===== src/hdl/ups_pkg.sv =====
package ups_pkg;

  // ---------------------------------------------------------------
  // register map, byte addresses
  // ---------------------------------------------------------------
  localparam logic [7:0] ADDR_MCTL   = 8'h00;
  localparam logic [7:0] ADDR_FCTL   = 8'h04;
  localparam logic [7:0] ADDR_IEN    = 8'h08;
  localparam logic [7:0] ADDR_DIVLO  = 8'h0C;
  localparam logic [7:0] ADDR_DIVHI  = 8'h10;
  localparam logic [7:0] ADDR_PINSTS = 8'h14;

  // ---------------------------------------------------------------
  // modem control fields
  // ---------------------------------------------------------------
  localparam int MCTL_W        = 5;
  localparam int MCTL_TERM_BIT = 0;
  localparam int MCTL_RTS_BIT  = 1;
  localparam int MCTL_USRA_BIT = 2;
  localparam int MCTL_USRB_BIT = 3;
  localparam int MCTL_LOOP_BIT = 4;
  localparam logic [4:0] MCTL_RST = 5'h00;

  // ---------------------------------------------------------------
  // fifo control fields
  // ---------------------------------------------------------------
  localparam int FCTL_FIFO_EN_BIT  = 0;
  localparam int FCTL_DMA_MODE_BIT = 3;
  localparam logic FCTL_FIFO_EN_RST  = 1'b0;
  localparam logic FCTL_DMA_MODE_RST = 1'b0;

  // ---------------------------------------------------------------
  // interrupt sources, one bit each
  // ---------------------------------------------------------------
  localparam int IRQ_N       = 5;
  localparam int IRQ_RXDATA  = 0;
  localparam int IRQ_THRE    = 1;
  localparam int IRQ_RXERR   = 2;
  localparam int IRQ_MODEM   = 3;
  localparam int IRQ_TIMEOUT = 4;
  localparam logic [4:0] IEN_RST = 5'h00;

  // ---------------------------------------------------------------
  // baud divisor and fifo geometry
  // ---------------------------------------------------------------
  localparam int DIV_W = 16;
  localparam logic [15:0] DIV_RST = 16'h0000;
  localparam int FIFO_DEPTH = 16;
  localparam int CNT_W = 5;

  typedef struct packed {
    logic [CNT_W-1:0] txCount;
    logic [CNT_W-1:0] rxCount;
    logic             rxTrigger;
    logic             rxTimeout;
  } ups_fifo_stat_t;

  typedef struct packed {
    logic txActive;
    logic txBit;
  } ups_tx_line_t;

endpackage


===== src/hdl/ups_pin_signaling.sv =====
// Function
// MCR bit0 set drives terminal-ready low
// MCR bit1 set drives request-to-send low
// MCR bit3 set drives user output B low
// MCR bit2 set drives user output A low
// reset makes all four modem outputs high
// loopback forces all four modem outputs high
// FCR bit3 picks DMA mode, FIFOs on
// mode0 tx request low while transmitter empty
// mode1 tx request low while FIFO not full
// mode0 rx request low while data held
// mode1 rx request low on trigger/timeout
// DMA may burst fill or drain in mode1
// driver disable low during every CPU read
// baud clock equals reference over divisor
// interrupt high when enabled source active
// interrupt low when serviced or reset
// serial output marks high after reset
// data bus driven only on CPU reads
// reset clears MCR; bits 5-7 read zero
// receiver clock supplied at 16x baud
// MCR bit4 enters loopback mode
//
// Implementation choices: the address map and the APB interface to the registers.
module ups_pin_signaling #(
  parameter int FIFO_DEPTH = ups_pkg::FIFO_DEPTH,
  parameter int DIV_W      = ups_pkg::DIV_W
) (
  input  logic                  clk,
  input  logic                  rst,
  // APB slave
  input  logic                  psel,
  input  logic                  penable,
  input  logic                  pwrite,
  input  logic [7:0]            paddr,
  input  logic [31:0]           pwdata,
  output logic [31:0]           prdata,
  output logic                  pready,
  output logic                  pslverr,
  // from the framing engine and FIFOs
  input  ups_pkg::ups_fifo_stat_t fifoStat,
  input  ups_pkg::ups_tx_line_t   txLine,
  input  logic [ups_pkg::IRQ_N-1:0] irqSrc,
  // pins
  output logic                  terminal_ready_n,
  output logic                  request_to_send_n,
  output logic                  user_output_a_n,
  output logic                  user_output_b_n,
  output logic                  tx_dma_request_n,
  output logic                  rx_dma_request_n,
  output logic                  transceiver_disable,
  output logic                  baud16_clock_out_n,
  output logic                  baud16Tick,
  output logic                  irq_out,
  output logic                  serial_tx,
  output logic                  loopbackMode
);

  // ---------------------------------------------------------------
  // bus decode
  // ---------------------------------------------------------------
  logic wrEn;
  logic rdPhase;
  logic addrHit;

  assign pready  = 1'b1;
  assign wrEn    = psel && penable && pwrite;
  assign rdPhase = psel && !pwrite;

  always_comb
  begin
    case (paddr)
      ups_pkg::ADDR_MCTL,
      ups_pkg::ADDR_FCTL,
      ups_pkg::ADDR_IEN,
      ups_pkg::ADDR_DIVLO,
      ups_pkg::ADDR_DIVHI,
      ups_pkg::ADDR_PINSTS: addrHit = 1'b1;
      default:              addrHit = 1'b0;
    endcase
  end

  assign pslverr = psel && penable && !addrHit;

  // ---------------------------------------------------------------
  // modem control register
  // ---------------------------------------------------------------
  logic [ups_pkg::MCTL_W-1:0] mctl_r;

  always_ff @(posedge clk)
  begin
    if (rst)
      mctl_r <= ups_pkg::MCTL_RST;
    else if (wrEn && paddr == ups_pkg::ADDR_MCTL)
      mctl_r <= pwdata[ups_pkg::MCTL_W-1:0];
  end

  assign loopbackMode = mctl_r[ups_pkg::MCTL_LOOP_BIT];

  // ---------------------------------------------------------------
  // fifo control register
  // ---------------------------------------------------------------
  logic fifoEn_r;
  logic dmaMode_r;
  logic mode1;

  always_ff @(posedge clk)
  begin
    if (rst)
    begin
      fifoEn_r  <= ups_pkg::FCTL_FIFO_EN_RST;
      dmaMode_r <= ups_pkg::FCTL_DMA_MODE_RST;
    end
    else if (wrEn && paddr == ups_pkg::ADDR_FCTL)
    begin
      fifoEn_r  <= pwdata[ups_pkg::FCTL_FIFO_EN_BIT];
      dmaMode_r <= pwdata[ups_pkg::FCTL_DMA_MODE_BIT];
    end
  end

  // without FIFOs only single-transfer signalling exists
  assign mode1 = fifoEn_r && dmaMode_r;

  // ---------------------------------------------------------------
  // interrupt enable and divisor registers
  // ---------------------------------------------------------------
  logic [ups_pkg::IRQ_N-1:0] ien_r;
  logic [DIV_W-1:0]          div_r;
  logic                      divLoad_r;

  always_ff @(posedge clk)
  begin
    if (rst)
      ien_r <= ups_pkg::IEN_RST;
    else if (wrEn && paddr == ups_pkg::ADDR_IEN)
      ien_r <= pwdata[ups_pkg::IRQ_N-1:0];
  end

  // divisor clears on reset, which parks the baud pin high until programmed
  always_ff @(posedge clk)
  begin
    if (rst)
      div_r <= DIV_W'(ups_pkg::DIV_RST);
    else if (wrEn && paddr == ups_pkg::ADDR_DIVLO)
      div_r[7:0] <= pwdata[7:0];
    else if (wrEn && paddr == ups_pkg::ADDR_DIVHI)
      div_r[DIV_W-1:8] <= pwdata[DIV_W-9:0];
  end

  // a new divisor restarts the divider so no stretched period
  always_ff @(posedge clk)
  begin
    if (rst)
      divLoad_r <= 1'b0;
    else
      divLoad_r <= wrEn && (paddr == ups_pkg::ADDR_DIVLO
                            || paddr == ups_pkg::ADDR_DIVHI);
  end

  // ---------------------------------------------------------------
  // modem control outputs
  // ---------------------------------------------------------------
  always_ff @(posedge clk)
  begin
    if (rst || loopbackMode)
    begin
      terminal_ready_n  <= 1'b1;
      request_to_send_n <= 1'b1;
      user_output_a_n   <= 1'b1;
      user_output_b_n   <= 1'b1;
    end
    else
    begin
      terminal_ready_n  <= !mctl_r[ups_pkg::MCTL_TERM_BIT];
      request_to_send_n <= !mctl_r[ups_pkg::MCTL_RTS_BIT];
      user_output_a_n   <= !mctl_r[ups_pkg::MCTL_USRA_BIT];
      user_output_b_n   <= !mctl_r[ups_pkg::MCTL_USRB_BIT];
    end
  end

  // ---------------------------------------------------------------
  // DMA request pins
  // ---------------------------------------------------------------
  logic txEmpty;
  logic txFull;
  logic rxEmpty;
  logic rxArm_r;

  assign txEmpty = fifoStat.txCount == '0;
  assign txFull  = fifoStat.txCount >= ups_pkg::CNT_W'(FIFO_DEPTH);
  assign rxEmpty = fifoStat.rxCount == '0;

  // mode1 rx request latches on threshold and holds until drained,
  // which lets the controller burst the whole FIFO out
  always_ff @(posedge clk)
  begin
    if (rst)
      rxArm_r <= 1'b0;
    else if (fifoStat.rxTrigger || fifoStat.rxTimeout)
      rxArm_r <= 1'b1;
    else if (rxEmpty)
      rxArm_r <= 1'b0;
  end

  always_ff @(posedge clk)
  begin
    if (rst)
      tx_dma_request_n <= 1'b1;
    else if (mode1)
      tx_dma_request_n <= txFull;
    else
      tx_dma_request_n <= !txEmpty;
  end

  always_ff @(posedge clk)
  begin
    if (rst)
      rx_dma_request_n <= 1'b1;
    else if (mode1)
      rx_dma_request_n <= !(rxArm_r && !rxEmpty);
    else
      rx_dma_request_n <= rxEmpty;
  end

  // ---------------------------------------------------------------
  // bus transceiver direction
  // ---------------------------------------------------------------
  // combinational so the transceiver turns in the setup cycle
  assign transceiver_disable = !rdPhase;

  // ---------------------------------------------------------------
  // baud rate generator
  // ---------------------------------------------------------------
  logic [DIV_W-1:0] baudCnt_r;
  logic             baudWrap;

  assign baudWrap = baudCnt_r >= div_r - DIV_W'(1);

  always_ff @(posedge clk)
  begin
    if (rst || divLoad_r || div_r == '0)
      baudCnt_r <= '0;
    else if (baudWrap)
      baudCnt_r <= '0;
    else
      baudCnt_r <= baudCnt_r + DIV_W'(1);
  end

  // one low cycle per divisor period; a zero divisor parks it high
  always_ff @(posedge clk)
  begin
    if (rst)
    begin
      baud16_clock_out_n <= 1'b1;
      baud16Tick         <= 1'b0;
    end
    else
    begin
      baud16_clock_out_n <= !(div_r != '0 && baudWrap);
      baud16Tick         <= div_r != '0 && baudWrap;
    end
  end

  // ---------------------------------------------------------------
  // interrupt output
  // ---------------------------------------------------------------
  logic [ups_pkg::IRQ_N-1:0] irqLive;

  genvar gi;
  generate
    for (gi = 0; gi < ups_pkg::IRQ_N; gi++)
    begin : g_irq
      if (gi == ups_pkg::IRQ_TIMEOUT)
      begin : g_tmo
        // timeout exists only in FIFO operation
        assign irqLive[gi] = irqSrc[gi] && ien_r[gi] && fifoEn_r;
      end
      else
      begin : g_std
        assign irqLive[gi] = irqSrc[gi] && ien_r[gi];
      end
    end
  endgenerate

  // sources are levels owned by the core; servicing drops them
  always_ff @(posedge clk)
  begin
    if (rst)
      irq_out <= 1'b0;
    else
      irq_out <= |irqLive;
  end

  // ---------------------------------------------------------------
  // serial output idle level
  // ---------------------------------------------------------------
  always_ff @(posedge clk)
  begin
    if (rst)
      serial_tx <= 1'b1;
    else if (txLine.txActive && !loopbackMode)
      serial_tx <= txLine.txBit;
    else
      serial_tx <= 1'b1;
  end

  // ---------------------------------------------------------------
  // read data; only low byte carries data like the 8-bit bus
  // ---------------------------------------------------------------
  logic [7:0] rdByte;

  always_comb
  begin
    rdByte = 8'h00;
    case (paddr)
      ups_pkg::ADDR_MCTL:
        rdByte = {3'h0, mctl_r};
      ups_pkg::ADDR_FCTL:
        rdByte = {4'h0, dmaMode_r, 2'h0, fifoEn_r};
      ups_pkg::ADDR_IEN:
        rdByte = {3'h0, ien_r};
      ups_pkg::ADDR_DIVLO:
        rdByte = div_r[7:0];
      ups_pkg::ADDR_DIVHI:
        rdByte = div_r[DIV_W-1:8];
      ups_pkg::ADDR_PINSTS:
        rdByte = {serial_tx, irq_out, rx_dma_request_n,
                  tx_dma_request_n, user_output_b_n,
                  user_output_a_n, request_to_send_n,
                  terminal_ready_n};
      default:
        rdByte = 8'h00;
    endcase
  end

  // data leaves only during a read access
  assign prdata = (rdPhase && penable) ? {24'h000000, rdByte}
                                        : 32'h00000000;

endmodule


===== config.mk =====
export PLATFORM = sky130hd
export DESIGN_NAME = ups_pin_signaling
export DESIGN_NICKNAME = d
export VERILOG_FILES = /design/src/hdl/ups_pkg.sv /design/src/hdl/ups_pin_signaling.sv
export SDC_FILE = /design/constraint.sdc
export NUM_CORES = 1
export LEC_CHECK = 0
export ABC_AREA = 1
export BUFFER_PORTS_ARGS = -buffer_cell sky130_fd_sc_hd__buf_2
export CORE_AREA = 2 2 91 93
export DETAILED_ROUTE_END_ITERATION = 10
export DIE_AREA = 0 0 93 95
export PLACE_DENSITY = 0.75
export SLEW_MARGIN = 20
export SYNTH_ARGS = -nofsm -noshare
export SYNTH_HDL_FRONTEND = slang
export SYNTH_SLANG_ARGS = --single-unit

===== constraint.sdc =====
create_clock -name clk -period 2.5 [get_ports clk]
set_clock_uncertainty 0.2 [all_clocks]
set_input_delay 0 -clock clk [delete_from_list [all_inputs] [get_ports clk]]
set_output_delay 0 -clock clk [all_outputs]
set_load 0.02 [all_outputs]

## After elaboration in Yosys (flattened, before gate mapping)

Cells that the tools add are included.

- Eq/ne operators: 5
- Order comparisons: 2
- Bitwise gates (word level): 2
- Multiplexer cells: 7
- Reduce and logical (&&, ||, !) cells: 49
- $add $sub $neg: 2

Operators with widths:

| cell | count |
|---|---|
| one-hot mux 8 bit (6 select lines) | 1 |
| logical AND 1 bit | 21 |
| adder 16 x 1 -> 16 bit, second input constant | 1 |
| == test 8 x 4 -> 1 bit, second input constant | 2 |
| == test 8 x 5 -> 1 bit, second input constant | 2 |
| >= comparator 16 bit | 1 |
| logical NOT 16 bit | 1 |
| nonzero test 16 bit | 1 |
| subtractor 16 x 1 -> 16 bit, second input constant | 1 |
| logical NOT 1 bit | 12 |
| logical NOT 5 bit | 2 |
| == test 8 x 3 -> 1 bit, second input constant | 1 |
| logical NOT 8 bit | 1 |
| 2-to-1 mux 8 bit | 1 |
| OR reduction 6 bit | 1 |
| >= comparator 5 bit, second input constant | 1 |
| logical OR 1 bit | 5 |
| 2-to-1 mux 1 bit | 5 |
| OR reduction 5 bit | 1 |
| OR reduction 2 bit | 2 |
| NOT 1 bit | 2 |
| AND reduction 2 bit | 1 |
| nonzero test 2 bit | 1 |

- Output and inout bits: 46
- Bits of input ports: 64
- Bits in registers: 56

## Depth between registers and ports, before layout

- Depth after elaboration: 5
- Gate-level depth with buffers: 17
- Depth with buffers taken out: 16

## Worst setup path after synthesis

Ideal clock, no wire load.

- Path kind: flip-flop to flip-flop
- Start point: register div_r[0]
- End point: register baudCnt_r[10]
- Data required time: 2236 ps
- Period minus slack after synthesis: 2421 ps
- Library setup time: 64 ps
- Cell stages (with the launch flop): 15
- Data arrival time: 2158 ps
- Path buffers: 1
- Slack: 79 ps
- Cell sequence: dfxtp_1 -> inv_1 -> ha_1 -> nand3_1 -> nor2_1 -> nand3_1 -> xor2_1 -> inv_1 -> ha_1 -> nand4_1 -> a21oi_1 -> nor2_1 -> nand3_2 -> buf_6 -> nor2_1

- Word-level cells in the longest chain between the ends: 3
- Elaborated cells between the ends (all ways): 5
- Classes of those cells: 1 x add/sub; 1 x order compare; 3 x reduce/logical

Ends and longest elaborated chain:

| element | RTL line | text |
|---|---|---|
| start: declaration | ups_pin_signaling.sv:128 | `logic [DIV_W-1:0] div_r;` |
| start signal: assignment | ups_pin_signaling.sv:143 | `div_r <= DIV_W'(ups_pkg::DIV_RST);` |
| start signal: assignment | ups_pin_signaling.sv:145 | `div_r[7:0] <= pwdata[7:0];` |
| start signal: indexed assignment | ups_pin_signaling.sv:147 | `div_r[DIV_W-1:8] <= pwdata[DIV_W-9:0];` |
| subtractor 16 x 1 -> 16 bit or logical NOT 16 bit (tied branches) | ups_pin_signaling.sv:237, ups_pin_signaling.sv:241 |  |
| >= comparator 16 bit or logical OR 1 bit (tied branches) | ups_pin_signaling.sv:237, ups_pin_signaling.sv:241 |  |
| OR reduction 2 bit (no source line) * | n/a |  |
| end signal: assignment | ups_pin_signaling.sv:246 | `baudCnt_r <= baudCnt_r + DIV_W'(1);` |
| end: declaration | ups_pin_signaling.sv:234 | `logic [DIV_W-1:0] baudCnt_r;` |

Mark *: on every way between the ends. The rest lies on a longest branch, timed or not.
A chain may end at the register's enable or synchronous reset.

## Final worst setup path

- Start point: register div_r[1]
- End point: register baud16_clock_out_n

- Word-level cells in the longest chain between the ends: 4
- Elaborated cells between the ends (all ways): 5
- Classes of those cells: 1 x add/sub; 1 x order compare; 3 x reduce/logical

Ends and longest elaborated chain:

| element | RTL line | text |
|---|---|---|
| subtractor 16 x 1 -> 16 bit | ups_pin_signaling.sv:237 | `assign baudWrap = baudCnt_r >= div_r - DIV_W'(1);` |
| >= comparator 16 bit | ups_pin_signaling.sv:237 |  |
| logical AND 1 bit * | ups_pin_signaling.sv:259 | `baud16_clock_out_n <= !(div_r != '0 && baudWrap);` |
| logical NOT 1 bit * | ups_pin_signaling.sv:259 |  |
| end signal: assignment | ups_pin_signaling.sv:259 |  |
| end: declaration | ups_pin_signaling.sv:52 | `output logic baud16_clock_out_n,` |

Marked as above.

==> flow_metrics.env <==
export IMPL_yosys_warnings=0
export IMPL_fin_crit_ns=2.46
export IMPL_synthCells=518
export IMPL_wl_per_cell_um=12.3
export IMPL_dr_pass1_iters=4
export IMPL_std_cell_rows=33
export IMPL_synth_edff_count=0
export IMPL_synth_compound_area_share_pct=9.91
export IMPL_die_x_um=93
export IMPL_hold_viol=1
export IMPL_ir_drop_mv=0.270
export IMPL_regToRegSetupSlack_ns=0.04
export IMPL_track_usage_pct=21.0
export IMPL_clockRootBuffer="clkbuf_8"
export IMPL_initial_utilization_pct=45.2
export IMPL_ios=110
export IMPL_cts_max_path_buffers=2
export IMPL_cp_data_required_time_ns=2.45
export IMPL_seq_area_frac_synth_pct=31.3
export IMPL_netlist_top_cells_count="nand2_1, nor2_1, inv_1"
export IMPL_path_clk_slew_ns=0.10
export IMPL_arrival_ns=2.41
export IMPL_fmax_mhz=407
export IMPL_path_class="flop to flop"
export IMPL_worst_pin_slew_ns=0.833
export IMPL_drc=0
export IMPL_wl_um=8920
export IMPL_port_buffers=60
export IMPL_worstReg2RegEnd="baud16_clock_out_n$_SDFF_PP1_"
export IMPL_antenna_found_initial=0
export IMPL_yosysMostFrequentCell="nand2_1"
export IMPL_ys_ff_latch=56
export IMPL_cts_sinks=56
export IMPL_clk_latency_ns=0.32
export IMPL_yosys_area_top_type="dfxtp_1"
export IMPL_synthAdderAreaFrac_pct=6.28
export IMPL_cts_tree="yes"
export IMPL_grt_pass1_vias=3353
export IMPL_h_tree_depth=2
export IMPL_fp_dieH_um=95
export IMPL_synth_xor_area_share_pct=5.86
export IMPL_place_hpwl_um=6830
export IMPL_cp_start_kind="flop"
export IMPL_vias=3475
export IMPL_synth_top_family_by_area="simple AND/OR/NAND/NOR gates"
export IMPL_drive_above_1_share_pct=23.1
export IMPL_hold_ws_ns=-0.00383
export IMPL_cts_buffers=5
export IMPL_rsz0062_at_grt="yes"
export IMPL_coreArea_um2=7930
export IMPL_relSlewSlack_pct=44.4
export IMPL_min_to="div_r[3]$_SDFFE_PP0P_"
export IMPL_diodes=0
export IMPL_gp_congestion=0.944
export IMPL_rr_startpoint="div_r[1]$_SDFFE_PP0P_"
export IMPL_setup_violations=0
export IMPL_fin_crit_sh_pct=98.3
export IMPL_synthMuxAreaShare_pct=0
export IMPL_status="finished with violations"
export IMPL_nets=699
export IMPL_area_growth_synth_to_final_pct=23.3
export IMPL_min_from="pwrite"
export IMPL_preCtsSetupSlack_ns=-0.0680
export IMPL_yosysUniqueCellTypes=36
export IMPL_synth_top_area_share_pct=31.3
export IMPL_p_leak_nw=2.19
export IMPL_grt_pass1_wl_um=14700
export IMPL_grt_overflow=0
export IMPL_synthSimpleGateAreaFrac_pct=33.1
export IMPL_netlist_area_um2=3580
export IMPL_drt_initial_drc_count=127
export IMPL_final_setup_tns_ns=0
export IMPL_grt_max_degree=32
export IMPL_hp_class="input port to flop"
export IMPL_synth_area_leaders="dfxtp_1, nand2_1, nor2_1, inv_1, ha_1"
export IMPL_antenna_left=0
export IMPL_holdPathStages=5
export IMPL_fin_ws_ns=0.0437
export IMPL_ys_async_sr_fraction_pct=0
export IMPL_violations="negative hold slack"
export IMPL_syn_avg_cell_area_um2=6.92
export IMPL_worstPathMaxFanout=3
export IMPL_maxSlewViolCount=0
export IMPL_max_cap_violations=0
export IMPL_p_per_area_nw_per_um2=359
export IMPL_reg2reg_depth=14
export IMPL_cp_end_kind="flop"
export IMPL_die_area_um2=8840
export IMPL_ys_flop_type="dfxtp_1"
export IMPL_viasPerCell=4.81
==> state kept, by name, indices dropped and copies added (netlist names) <==
name,flops
div_r,16
terminal_ready_n,1
dmaMode_r,1
irq_out,1
fifoEn_r,1
rx_dma_request_n,1
rxArm_r,1
serial_tx,1
request_to_send_n,1
baudCnt_r,16
user_output_a_n,1
ien_r,5
divLoad_r,1
mctl_r,5
baud16_clock_out_n,1
baud16Tick,1
tx_dma_request_n,1
user_output_b_n,1
==> layer usage <==
metal	global-route usage [%]	wire length, um	up-vias
met5	0	0	-
met4	7.97	251	0
met3	3.27	437	22
met2	38.6	4600	105
met1	24.4	3640	1564
li1	-	-	1784
==> logic make-up (layout without fill, tap and decap cells) <==
| family | after synthesis | in the layout |
|---|---|---|
| AND/OR/NAND/NOR | 259 | 259 |
| adder cells (fa/ha/maj) | 18 | 18 |
| other | 2 | 25 |
| AO/OA/AOI/OAI | 64 | 64 |
| buffers and inverters | 95 | 172 |
| flip-flops | 56 | 56 |
| XOR/XNOR | 24 | 24 |
==> per-stage QoR <==
stage               util (%)  power (mW)  hold slack, ns  cell area (um^2)  instances
floorplan                  -        1.03          -0.138              3670        541
global placement        50.5        1.06        -0.00784              4000        691
detailed placement      50.5        1.06        -0.00565              4000        691
CTS                     54.7        1.59        0.000322              4340        721
global route            55.7        1.65          0.0435              4420        723
finish                  55.7        1.59        -0.00383              4420        723
==> critical path: stages, from the launching register on <==
cell and delay (ns):
dfxtp_2 0.35, inv_2 0.09, ha_4 0.16, nand3_2 0.10, nor3_2 0.21, nand2_1 0.09, xor2_1 0.16, inv_1 0.06
ha_1 0.27, nand4_1 0.09, a21oi_1 0.13, nor2_1 0.08, buf_4 0.14, nand2_1 0.06, nand3_1 0.09
==> timing repair <==
| item | in CTS | in global routing |
|---|---|---|
| gates cloned | 0 | 0 |
| setup endpoints to repair | 17 | 18 |
| gates resized for setup | 8 | 21 |
| hold buffers | 22 | 0 |
| setup buffers | 0 | 2 |
| endpoints found under the hold margin | 38 | 0 |
| pin swaps | 1 | 7 |
==> power breakdown <==
| group | total, mW | internal [mW] | switching, mW |
|---|---|---|---|
| registers | 0.897 | 0.894 | 0.00287 |
| clock network | 0.522 | 0.200 | 0.322 |
| logic | 0.169 | 0.0622 | 0.106 |
| total | 1.59 | 1.16 | 0.431 |
==> worst max path at each step <==
stage / startpoint / depth (start not counted) / end / slack [ns]
2_1_floorplan: div_r[0]$_SDFFE_PP0P_ / 14 / baudCnt_r[10]$_SDFF_PP0_ / 0.08
3_3_place_gp: div_r[0]$_SDFFE_PP0P_ / 14 / baud16_clock_out_n$_SDFF_PP1_ / 0.05
3_5_place_dp: div_r[2]$_SDFFE_PP0P_ / 14 / baudCnt_r[11]$_SDFF_PP0_ / -0.07
4_1_cts: div_r[1]$_SDFFE_PP0P_ / 15 / baudCnt_r[11]$_SDFF_PP0_ / 0.02
5_1_grt: div_r[4]$_SDFFE_PP0P_ / 17 / baudCnt_r[1]$_SDFF_PP0_ / -0.18
6_report: div_r[1]$_SDFFE_PP0P_ / 14 / baud16_clock_out_n$_SDFF_PP1_ / 0.04
==> cell usage in the layout (no fill, tap or decap), types with 3 or more instances in the layout <==
master         Yosys  routed
nand2_1          102     101
nor2_1            85      77
inv_1             62      60
buf_2              0      60
dfxtp_1           56      50
o21ai_0           31      31
nand3_1           29      26
conb_1             2      25
a21oi_1           22      22
dlygate4sd3_1      0      22
nor2_2            10      17
xor2_1            17      17
ha_1              18      17
buf_4             25      17
xnor2_1            7       7
nor2_4             5       6
nor3_1             8       6
nand2_2            4       5
clkbuf_8           0       5
dfxtp_2            0       5
a21oi_2            4       4
nand4_1            4       4
nand3_2            1       3
nand2_4            3       3
o211ai_1           3       3
==> cell type report <==
cell class                 count  area (um^2)
fill                         781         3510
multi-input combinational    390         2150
sequential                    56         1130
timing repair buffer         100          668
inverter                      64          248
tap                          105          131
clock buffer                   5         68.8
clock inverter                 3         21.3
Power figures use the tool's default switching activity.
